--- src/include/cts_regs.vh ---
// register map, field positions and reset values of the transmit scheduler
`ifndef CTS_REGS_VH
`define CTS_REGS_VH

// ==========================================================================
// register offsets
`define CTS_TXB0_CTRL      8'h30
`define CTS_TXB1_CTRL      8'h40
`define CTS_TXB2_CTRL      8'h50
`define CTS_PIN_CTRL       8'h0D
`define CTS_CTRL_CTRL      8'h0E
`define CTS_INT_ENABLE     8'h2B
`define CTS_INT_FLAG       8'h2C

// ==========================================================================
// transmit buffer layout
`define CTS_NUM_BUF        3
`define CTS_BUF_BYTES      14
`define CTS_MEM_DEPTH      39
`define CTS_LEN_BYTE       4'h5
`define CTS_LAST_BYTE      4'hD
`define CTS_MAX_DATA       4'h8

// ==========================================================================
// buffer control byte fields
`define CTS_CTL_ABORTED    6
`define CTS_CTL_LOST       5
`define CTS_CTL_TRANSMIT_ERROR_FLAG      4
`define CTS_CTL_REQ        3
`define CTS_CTL_PRIO_HI    1
`define CTS_CTL_PRIO_LO    0

// ==========================================================================
// controller control fields
`define CTS_CC_ABORT_ALL   4
`define CTS_CC_CONFIG      7
`define CTS_CC_RESET       8'h80

// ==========================================================================
// interrupt enable and flag fields
`define CTS_INT_DONE_LO    0
`define CTS_INT_MERR       3

// ==========================================================================
// pin control fields
`define CTS_PIN_MODE_LO    0
`define CTS_PIN_STATE_LO   3
`define CTS_PIN_RESET      3'h0

`endif

--- src/design/cts_buf_mem.v ---
// transmit buffer storage, one write port and two registered read ports
`timescale 1ns/1ps
`default_nettype none
`include "cts_regs.vh"

module cts_buf_mem (
  input  wire       core_clk,
  input  wire       rst,
  input  wire       wr_en,
  input  wire [5:0] wr_addr,
  input  wire [7:0] wr_data,
  input  wire       ra_en,
  input  wire [5:0] ra_addr,
  output reg  [7:0] ra_data,
  input  wire       rb_en,
  input  wire [5:0] rb_addr,
  output reg  [7:0] rb_data
);

  reg [7:0] mem [0:`CTS_MEM_DEPTH-1];

  // ========================================================================
  // write port
  always @(posedge core_clk) begin
    if (wr_en) begin
      mem[wr_addr] <= wr_data;
    end
  end

  // ========================================================================
  // read ports
  always @(posedge core_clk or posedge rst) begin
    if (rst) begin
      ra_data <= 8'h00;
      rb_data <= 8'h00;
    end else begin
      if (ra_en) begin
        ra_data <= mem[ra_addr];
      end
      if (rb_en) begin
        rb_data <= mem[rb_addr];
      end
    end
  end

endmodule // cts_buf_mem

`default_nettype wire

--- src/design/cts_scheduler.v ---
// transmit buffers, priority scheduler, request pins and abort handling
`timescale 1ns/1ps
`default_nettype none
`include "cts_regs.vh"

module cts_scheduler (
  input  wire       core_clk,
  input  wire       rst,
  input  wire [7:0] reg_addr,
  input  wire       reg_wr,
  input  wire       reg_rd,
  input  wire [7:0] reg_wdata,
  output wire [7:0] reg_rdata,
  input  wire [2:0] request_pin_n,
  input  wire       bus_idle,
  output wire       eng_tx_valid,
  output reg  [1:0] eng_tx_buf,
  output reg  [3:0] eng_data_count,
  input  wire       eng_start,
  input  wire       eng_done,
  input  wire       eng_error,
  input  wire       eng_lost_arb,
  input  wire       eng_rd_en,
  input  wire [3:0] eng_rd_byte,
  output wire [7:0] eng_rd_data,
  output reg        irq
);

  localparam [1:0] ST_IDLE  = 2'h0;
  localparam [1:0] ST_OFFER = 2'h1;
  localparam [1:0] ST_SEND  = 2'h2;
  localparam [1:0] NO_BUF   = 2'h3;

  // ========================================================================
  // helper functions
  function [1:0] buf_of;
    input [7:0] a;
    begin
      case (a[7:4])
        4'h3:    buf_of = 2'h0;
        4'h4:    buf_of = 2'h1;
        4'h5:    buf_of = 2'h2;
        default: buf_of = NO_BUF;
      endcase
    end
  endfunction

  // buffer i, byte k (1..13) -> memory word
  function [5:0] mem_addr;
    input [1:0] b;
    input [3:0] k;
    reg   [5:0] base;
    begin
      base = 6'h00;
      case (b)
        2'h1:    base = 6'h0D;
        2'h2:    base = 6'h1A;
        default: base = 6'h00;
      endcase
      mem_addr = base + {2'h0, k} - 6'h01;
    end
  endfunction

  // winner among eligible buffers: higher priority, ties to higher index
  function [1:0] pick_best;
    input [2:0] elig;
    input [5:0] prios;
    integer     i;
    reg   [1:0] best;
    reg   [1:0] bp;
    begin
      best = NO_BUF;
      bp   = 2'h0;
      for (i = 0; i < `CTS_NUM_BUF; i = i + 1) begin
        if (elig[i] && (best == NO_BUF || prios[2*i +: 2] >= bp)) begin
          best = i[1:0];
          bp   = prios[2*i +: 2];
        end
      end
      pick_best = best;
    end
  endfunction

  // ========================================================================
  // state
  reg  [2:0] req;
  reg  [2:0] begun;
  reg  [2:0] aborted;
  reg  [2:0] lost;
  reg  [2:0] transmit_error_flag;
  reg  [5:0] prio;
  reg [11:0] len_code;
  reg  [2:0] pin_mode;
  reg  [2:0] pin_prev;
  reg        abort_all;
  reg        config_mode;
  reg  [3:0] int_en;
  reg  [3:0] int_flag;
  reg  [1:0] state;
  reg  [7:0] rdata_q;
  reg        rd_mem_q;

  reg  [1:0] next_state;
  reg  [1:0] next_sel;
  reg  [2:0] next_req;
  reg  [2:0] next_begun;
  reg  [2:0] next_aborted;
  reg  [2:0] next_lost;
  reg  [2:0] next_transmit_error_flag;
  reg  [3:0] next_int_flag;
  reg  [7:0] next_rdata;

  wire [1:0] wr_buf  = buf_of(reg_addr);
  wire [3:0] wr_byte = reg_addr[3:0];
  wire       in_buf  = (wr_buf != NO_BUF);
  wire       buf_ctl = in_buf && (wr_byte == 4'h0);
  wire       buf_dat = in_buf && (wr_byte != 4'h0) && (wr_byte <= `CTS_LAST_BYTE);

  // ========================================================================
  // request sources
  wire [2:0] ctl_wr;
  wire [2:0] pin_fall;
  wire [2:0] set_req;
  wire [2:0] clr_host;
  wire [2:0] clr_abort;
  wire [2:0] eligible;
  wire [1:0] best;
  wire       mem_wr;

  genvar g;
  generate
    for (g = 0; g < `CTS_NUM_BUF; g = g + 1) begin : gen_req
      assign ctl_wr[g]    = reg_wr && buf_ctl && (wr_buf == g);
      assign pin_fall[g]  = pin_mode[g] && pin_prev[g] && !request_pin_n[g];
      assign set_req[g]   = (ctl_wr[g] && reg_wdata[`CTS_CTL_REQ]) || pin_fall[g];
      assign clr_host[g]  = ctl_wr[g] && !reg_wdata[`CTS_CTL_REQ] && !begun[g];
      assign clr_abort[g] = abort_all && req[g] && !begun[g];
      assign eligible[g]  = req[g] && (begun[g] || !abort_all);
    end
  endgenerate

  assign best   = pick_best(eligible, prio);
  assign mem_wr = reg_wr && buf_dat && !req[wr_buf];
  assign eng_tx_valid = (state == ST_OFFER) && (eng_tx_buf != NO_BUF);

  // ========================================================================
  // buffer storage
  wire [7:0] host_mem_data;

  cts_buf_mem u_mem (
    .core_clk (core_clk),
    .rst      (rst),
    .wr_en    (mem_wr),
    .wr_addr  (mem_addr(wr_buf, wr_byte)),
    .wr_data  (reg_wdata),
    .ra_en    (reg_rd && buf_dat),
    .ra_addr  (mem_addr(wr_buf, wr_byte)),
    .ra_data  (host_mem_data),
    .rb_en    (eng_rd_en),
    .rb_addr  (mem_addr(eng_tx_buf, eng_rd_byte)),
    .rb_data  (eng_rd_data)
  );

  // ========================================================================
  // scheduler and per-buffer status
  always @* begin
    next_state    = state;
    next_sel      = eng_tx_buf;
    next_req      = (req & ~clr_host & ~clr_abort) | set_req;
    next_begun    = begun;
    next_aborted  = aborted | clr_abort;
    next_lost     = lost;
    next_transmit_error_flag    = transmit_error_flag;
    next_int_flag = int_flag;
    if (reg_wr && reg_addr == `CTS_INT_FLAG) begin
      next_int_flag = int_flag & reg_wdata[3:0];
    end
    case (state)
      ST_IDLE: begin
        if (bus_idle && best != NO_BUF) begin
          next_sel   = best;
          next_state = ST_OFFER;
        end
      end
      ST_OFFER: begin
        if (eng_start && eng_tx_buf != NO_BUF && eligible[eng_tx_buf]) begin
          next_begun[eng_tx_buf] = 1'b1;
          next_req[eng_tx_buf]   = 1'b1;
          next_state = ST_SEND;
        end else if (best == NO_BUF) begin
          next_sel   = NO_BUF;
          next_state = ST_IDLE;
        end else begin
          next_sel = best;
        end
      end
      ST_SEND: begin
        if (eng_done) begin
          next_req[eng_tx_buf]      = set_req[eng_tx_buf];
          next_begun[eng_tx_buf]    = 1'b0;
          next_int_flag[eng_tx_buf] = 1'b1;
          next_state = ST_IDLE;
        end else if (eng_error) begin
          next_transmit_error_flag[eng_tx_buf]        = 1'b1;
          next_int_flag[`CTS_INT_MERR] = 1'b1;
          next_state = ST_IDLE;
        end else if (eng_lost_arb) begin
          next_lost[eng_tx_buf] = 1'b1;
          next_state = ST_IDLE;
        end
      end
      default: begin
        next_state = ST_IDLE;
        next_sel   = NO_BUF;
      end
    endcase
    // a fresh request starts with clean status
    next_aborted = next_aborted & ~(set_req & ~req);
    next_lost    = next_lost & ~(set_req & ~req);
    next_transmit_error_flag   = next_transmit_error_flag & ~(set_req & ~req);
  end

  // ========================================================================
  // register read mux
  always @* begin
    next_rdata = 8'h00;
    if (buf_ctl) begin
      next_rdata[`CTS_CTL_ABORTED] = aborted[wr_buf];
      next_rdata[`CTS_CTL_LOST]    = lost[wr_buf];
      next_rdata[`CTS_CTL_TRANSMIT_ERROR_FLAG]   = transmit_error_flag[wr_buf];
      next_rdata[`CTS_CTL_REQ]     = req[wr_buf];
      next_rdata[`CTS_CTL_PRIO_HI:`CTS_CTL_PRIO_LO] = prio[2*wr_buf +: 2];
    end else begin
      case (reg_addr)
        `CTS_PIN_CTRL: begin
          next_rdata[`CTS_PIN_MODE_LO +: 3]  = pin_mode;
          next_rdata[`CTS_PIN_STATE_LO +: 3] = request_pin_n & ~pin_mode;
        end
        `CTS_CTRL_CTRL: begin
          next_rdata[`CTS_CC_ABORT_ALL] = abort_all;
          next_rdata[`CTS_CC_CONFIG]    = config_mode;
        end
        `CTS_INT_ENABLE: next_rdata[3:0] = int_en;
        `CTS_INT_FLAG:   next_rdata[3:0] = int_flag;
        default:         next_rdata = 8'h00;
      endcase
    end
  end

  assign reg_rdata = rd_mem_q ? host_mem_data : rdata_q;

  // ========================================================================
  // registers
  always @(posedge core_clk or posedge rst) begin
    if (rst) begin
      state       <= ST_IDLE;
      eng_tx_buf  <= NO_BUF;
      req         <= 3'h0;
      begun       <= 3'h0;
      aborted     <= 3'h0;
      lost        <= 3'h0;
      transmit_error_flag       <= 3'h0;
      prio        <= 6'h00;
      len_code    <= 12'h000;
      pin_mode    <= `CTS_PIN_RESET;
      pin_prev    <= 3'h7;
      abort_all   <= 1'b0;
      config_mode <= 1'b1;
      int_en      <= 4'h0;
      int_flag    <= 4'h0;
      irq         <= 1'b0;
      rdata_q     <= 8'h00;
      rd_mem_q    <= 1'b0;
      eng_data_count <= 4'h0;
    end else begin
      state    <= next_state;
      eng_tx_buf <= next_sel;
      req      <= next_req;
      begun    <= next_begun;
      aborted  <= next_aborted;
      lost     <= next_lost;
      transmit_error_flag    <= next_transmit_error_flag;
      int_flag <= next_int_flag;
      pin_prev <= request_pin_n;
      irq      <= |(next_int_flag & int_en);
      if (reg_rd) begin
        rdata_q  <= next_rdata;
        rd_mem_q <= buf_dat;
      end
      if (next_sel != NO_BUF) begin
        if (len_code[4*next_sel +: 4] > `CTS_MAX_DATA) begin
          eng_data_count <= `CTS_MAX_DATA;
        end else begin
          eng_data_count <= len_code[4*next_sel +: 4];
        end
      end
      if (reg_wr && buf_ctl) begin
        prio[2*wr_buf +: 2] <= reg_wdata[`CTS_CTL_PRIO_HI:`CTS_CTL_PRIO_LO];
      end
      if (mem_wr && wr_byte == `CTS_LEN_BYTE) begin
        len_code[4*wr_buf +: 4] <= reg_wdata[3:0];
      end
      if (reg_wr && reg_addr == `CTS_PIN_CTRL && config_mode) begin
        pin_mode <= reg_wdata[`CTS_PIN_MODE_LO +: 3];
      end
      if (reg_wr && reg_addr == `CTS_CTRL_CTRL) begin
        abort_all   <= reg_wdata[`CTS_CC_ABORT_ALL];
        config_mode <= reg_wdata[`CTS_CC_CONFIG];
      end
      if (reg_wr && reg_addr == `CTS_INT_ENABLE) begin
        int_en <= reg_wdata[3:0];
      end
    end
  end

endmodule // cts_scheduler

`default_nettype wire

--- config.mk ---
export PLATFORM = sky130hd
export DESIGN_NAME = cts_scheduler
export DESIGN_NICKNAME = d
export VERILOG_FILES = /design/src/design/cts_buf_mem.v /design/src/design/cts_scheduler.v
export VERILOG_INCLUDE_DIRS = /design/src /design/src/include
export SDC_FILE = /design/constraint.sdc
export NUM_CORES = 1
export LEC_CHECK = 0
export BUFFER_PORTS_ARGS = -buffer_cell sky130_fd_sc_hd__buf_4
export CAP_MARGIN = 20
export CORE_MARGIN = 3
export CORE_UTILIZATION = 30
export CTS_CLUSTER_SIZE = 16
export DETAILED_ROUTE_END_ITERATION = 8
export GPL_ROUTABILITY_DRIVEN = 1
export HOLD_SLACK_MARGIN = 0.08
export PLACE_DENSITY = 0.52
export SYNTH_ARGS = -nofsm -noshare
export SYNTH_HDL_FRONTEND = slang
export SYNTH_SLANG_ARGS = --single-unit
--- constraint.sdc ---
create_clock -name core_clk -period 8.19 [get_ports core_clk]
set_input_delay 0.819 -clock core_clk [delete_from_list [all_inputs] [get_ports core_clk]]
set_output_delay 0.819 -clock core_clk [all_outputs]
set_load 0.005 [all_outputs]
==> results.json <==
{
  "met2RoutedLength_mm": 29.5,
  "grt_pass1_wl_mm": 92.5,
  "synth_seq_area_share": 0.583,
  "track_usage": 0.185,
  "cts_resized": 0,
  "die_x_um": 262,
  "synth_top_cells_by_count": "312 x sky130_fd_sc_hd__edfxtp_1, 118 x sky130_fd_sc_hd__mux4_2, 82 x sky130_fd_sc_hd__nand2_1, 78 x sky130_fd_sc_hd__nor2_1, 77 x sky130_fd_sc_hd__dfrtp_1",
  "fillCellCount": 6253,
  "cts_tree": "yes",
  "vias": 12900,
  "worstSkewPairLatency_ns": 0.59,
  "synth_top_area_frac": 0.477,
  "finalWorstSetupSlack_ns": 2.65,
  "clock-skew-final_ns": 0.0309,
  "synthFlopType": "sky130_fd_sc_hd__edfxtp_1",
  "cp_top_family": "buffers and inverters",
  "post_synth_mux_area_share": 0.200,
  "area_growth_pct": 13.9,
  "r2r.worst_path.cells": 11,
  "critical_path_required_ns": 8.64,
  "power_density_mw_per_mm2": 322,
  "r2r_setup_slack_ns": 3.75,
  "ys_ff_latch": 395,
  "power.leakage_nw": 7.67,
  "first_global_vias": 12800,
  "crit_path_max_fanout": 55,
  "synthesis.instances": 1334,
  "cp-endpoint": "u_mem.ra_data[7]",
  "dpl-instance-area_mm2": 0.0211,
  "synth_adder_area_share": 0.0236,
  "post-route-cell-area_mm2": 0.0224,
  "dieArea_mm2": 0.0686,
  "cp_num_buf_inv": 7,
  "drcViolationCount": 0,
  "cts.clk_slew.worst_paths_ns": 0.06,
  "yosys.cell_count.top_type": "sky130_fd_sc_hd__edfxtp_1",
  "routed_via_density": 5.70,
  "synth_cell_types": 73,
  "final_core_utilization": 0.347,
  "share_of_the_clock_period_used_by_the_worst_path_after_layout": 0.677,
  "numPlacedInstances": 2187,
  "critPathMaxStageDelay_ns": 0.71,
  "critPathSlowestCell": "sky130_fd_sc_hd__buf_4",
  "synth.area.top_cells": "sky130_fd_sc_hd__edfxtp_1 48%, sky130_fd_sc_hd__mux4_2 14%, sky130_fd_sc_hd__dfrtp_1 9.8%, sky130_fd_sc_hd__mux2_2 3.7%, sky130_fd_sc_hd__mux2i_1 2.9%",
  "design.core.area_mm2": 0.0646,
  "worst_slew_margin_rel": 0.234,
  "syn_area_per_cell_um2": 14.7,
  "detail_route.iter0.violations": 1582,
  "report.final.hold_viol_count": 0,
  "layout.nets": 1443,
  "detail_route.first_pass.iterations": 7,
  "post_route_cells_drive_above_1_share": 0.240,
  "synth_simple_gate_area_frac": 0.0637,
  "worst_path_cell_trace": "buf_4 > nor3b_1 > buf_4 > nand2_1 > inv_1 > ha_1 > inv_1 > ha_1 > inv_1 > ha_4 > fa_2 > buf_4 > inv_1 > a221oi_1 > o22a_1 > o32ai_1 > a2111oi_0 > o21ai_0",
  "setup.worst_path.class": "in -> reg",
  "gp_congestion": 0.897,
  "hpwlAfterDp_mm": 43.8,
  "critical_register_to_register_path_startpoint": "eng_tx_buf[0]",
  "cts_htree_levels": 2,
  "clkSinkCount": 395,
  "start_util": 0.304,
  "insertedDiodeCount": 0,
  "cts_root_buffer": "sky130_fd_sc_hd__clkbuf_16",
  "hold-worst-slack_ns": 0.198,
  "max_clock_freq_mhz": 180,
  "slew_violations": 0,
  "crit_top_cell": "sky130_fd_sc_hd__inv_1",
  "summed_instance_area_of_the_synthesized_netlist_mm2": 0.0197,
  "vdd_drop_max_mv": 0.207,
  "place_worst_setup_slack_ns": 2.21,
  "setup_repair_after_global_routing_missed_its_margin": "no",
  "core.rowCount": 93,
  "total_power_consumption_mw": 7.21,
  "r2r-end": "u_mem.rb_data[3]",
  "grt_overflow": 0,
  "critPathCaptureType": "register",
  "worstPathArrival_ns": 5.99,
  "wl_per_cell_um": 28.1,
  "synth-async-reset-ratio": 0.210,
  "cts_made_buffers": 42,
  "cts_stage_hold_buffer_count": 0,
  "post-cts-setup-buffers": 0,
  "routed_wl_mm": 63.6,
  "yosys_warnings": 0,
  "top_layer_used": "met4",
  "timing.critical_path.depth": 18,
  "detailroute.wirelength.met3_mm": 4.88,
  "layout.cells.non_filler": 2264,
  "post_synth_xor_area_fraction": 0.00401,
  "number_of_max_capacitance_violations_reported": 0,
  "timing.hold.worst.class": "in -> async",
  "port_buf_inserts": 56,
  "grt_start_max_net_pins": 69,
  "setup_viol": 0,
  "netlist.top_cell.by_area": "sky130_fd_sc_hd__edfxtp_1",
  "worstSetupStartpoint": "reg_addr[5]",
  "post-route-min-period_ns": 5.54,
  "wl_met1_mm": 27.9,
  "boundaryPins": 57,
  "synth_top_family_by_area": "multiplexers",
  "fin_setup_tns_ns": 0,
  "number_of_antenna_violations_at_the_first_check_in_global_routing": 0,
  "synth-compound-area-share": 0.0992,
  "clk_path_buf_depth": 3,
  "crit_path_start_kind": "input pin",
  "route.antenna.remaining_nets": 0,
  "outcome": "complete, no violations",
  "synth_enable_flop_cells": 312,
  "synth_nets": 1401,
  "die_h_um": 262,
  "worstMarginPinSlew_ns": 1.14
}
## worst min-delay path by stage
stage / startpoint / to / depth (start not counted)
after floorplan: u_mem.ra_data[0] / u_mem.ra_data[0] / 2
after global placement: lost[2] / lost[2] / 2
after detailed placement: len_code[4] / len_code[4] / 1
after CTS: rst / len_code[3] / 2
after global routing: rst / len_code[10] / 2
final: rst / len_code[3] / 2
## registers in the layout (all words and copies together), names as in the netlist, named ones only
name and flops:
u_mem.mem 312, len_code 12, rdata_q 8, u_mem.ra_data 8, u_mem.rb_data 8, prio 6
eng_data_count 4, int_en 4, int_flag 4, aborted 3, lost 3, pin_mode 3
pin_prev 3, req 3, transmit_error_flag 3, eng_tx_buf 2, state 2, abort_all 1
config_mode 1, irq 1, rd_mem_q 1
## power breakdown
group | total, mW | leakage, nW | switching (mW) | internal [mW]
Combinational | 2.95 | 3.15 | 1.70 | 1.25
Sequential | 2.36 | 3.87 | 0.101 | 2.26
Clock | 1.90 | 0.654 | 0.823 | 1.08
Total | 7.21 | 7.67 | 2.63 | 4.59
## final cells by class
| class | instances | area [um^2] | area share |
|---|---|---|---|
| sequential | 395 | 11500 | 0.512 |
| multi-input combinational | 809 | 7750 | 0.346 |
| clock buffer | 55 | 1140 | 0.0510 |
| tap | 855 | 1070 | 0.0478 |
| timing repair buffer | 74 | 576 | 0.0257 |
| inverter | 54 | 204 | 0.00911 |
| clock inverter | 22 | 190 | 0.00849 |
## cell usage in the layout, fill, tap and decap left out, drive strengths merged, types with 16 or more instances in the layout
cell,instances
nand2,82
nor2,78
buf,74
clkbuf,55
a221oi,39
a21oi,39
nor2b,18
mux2i,56
mux2,64
inv,53
clkinv,20
dfrtp,77
edfxtp,312
mux4,118
nor3,16
o21ai,52
ha,29
## worst reg2reg max path, cell delays in order (launching register included)
cell and delay (ns):
sky130_fd_sc_hd__dfstp_2 0.69, sky130_fd_sc_hd__inv_1 0.20, sky130_fd_sc_hd__ha_1 0.37, sky130_fd_sc_hd__inv_1 0.24, sky130_fd_sc_hd__ha_1 0.27, sky130_fd_sc_hd__inv_1 0.09
sky130_fd_sc_hd__ha_4 0.60, sky130_fd_sc_hd__buf_4 0.60, sky130_fd_sc_hd__mux4_2 0.50, sky130_fd_sc_hd__mux2_2 0.34, sky130_fd_sc_hd__a221oi_1 0.30, sky130_fd_sc_hd__o211ai_1 0.12
## cells by family (layout without fill, tap and decap cells)
family | Yosys count | count (layout)
and+or+nand+nor | 263 | 263
xor gates and xnor gates | 9 | 9
muxes | 238 | 238
AOI/OAI and AO/OA | 265 | 265
DFF | 395 | 395
buffers and inverters | 130 | 205
adders and majority gates | 34 | 34
## layer usage
metal,up-vias,GRT usage
met1,6798,0.264
met4,0,0.0456
met5,-,0
li1,5416,-
met2,612,0.292
met3,87,0.0329
(Power assumes the default switching activity.)
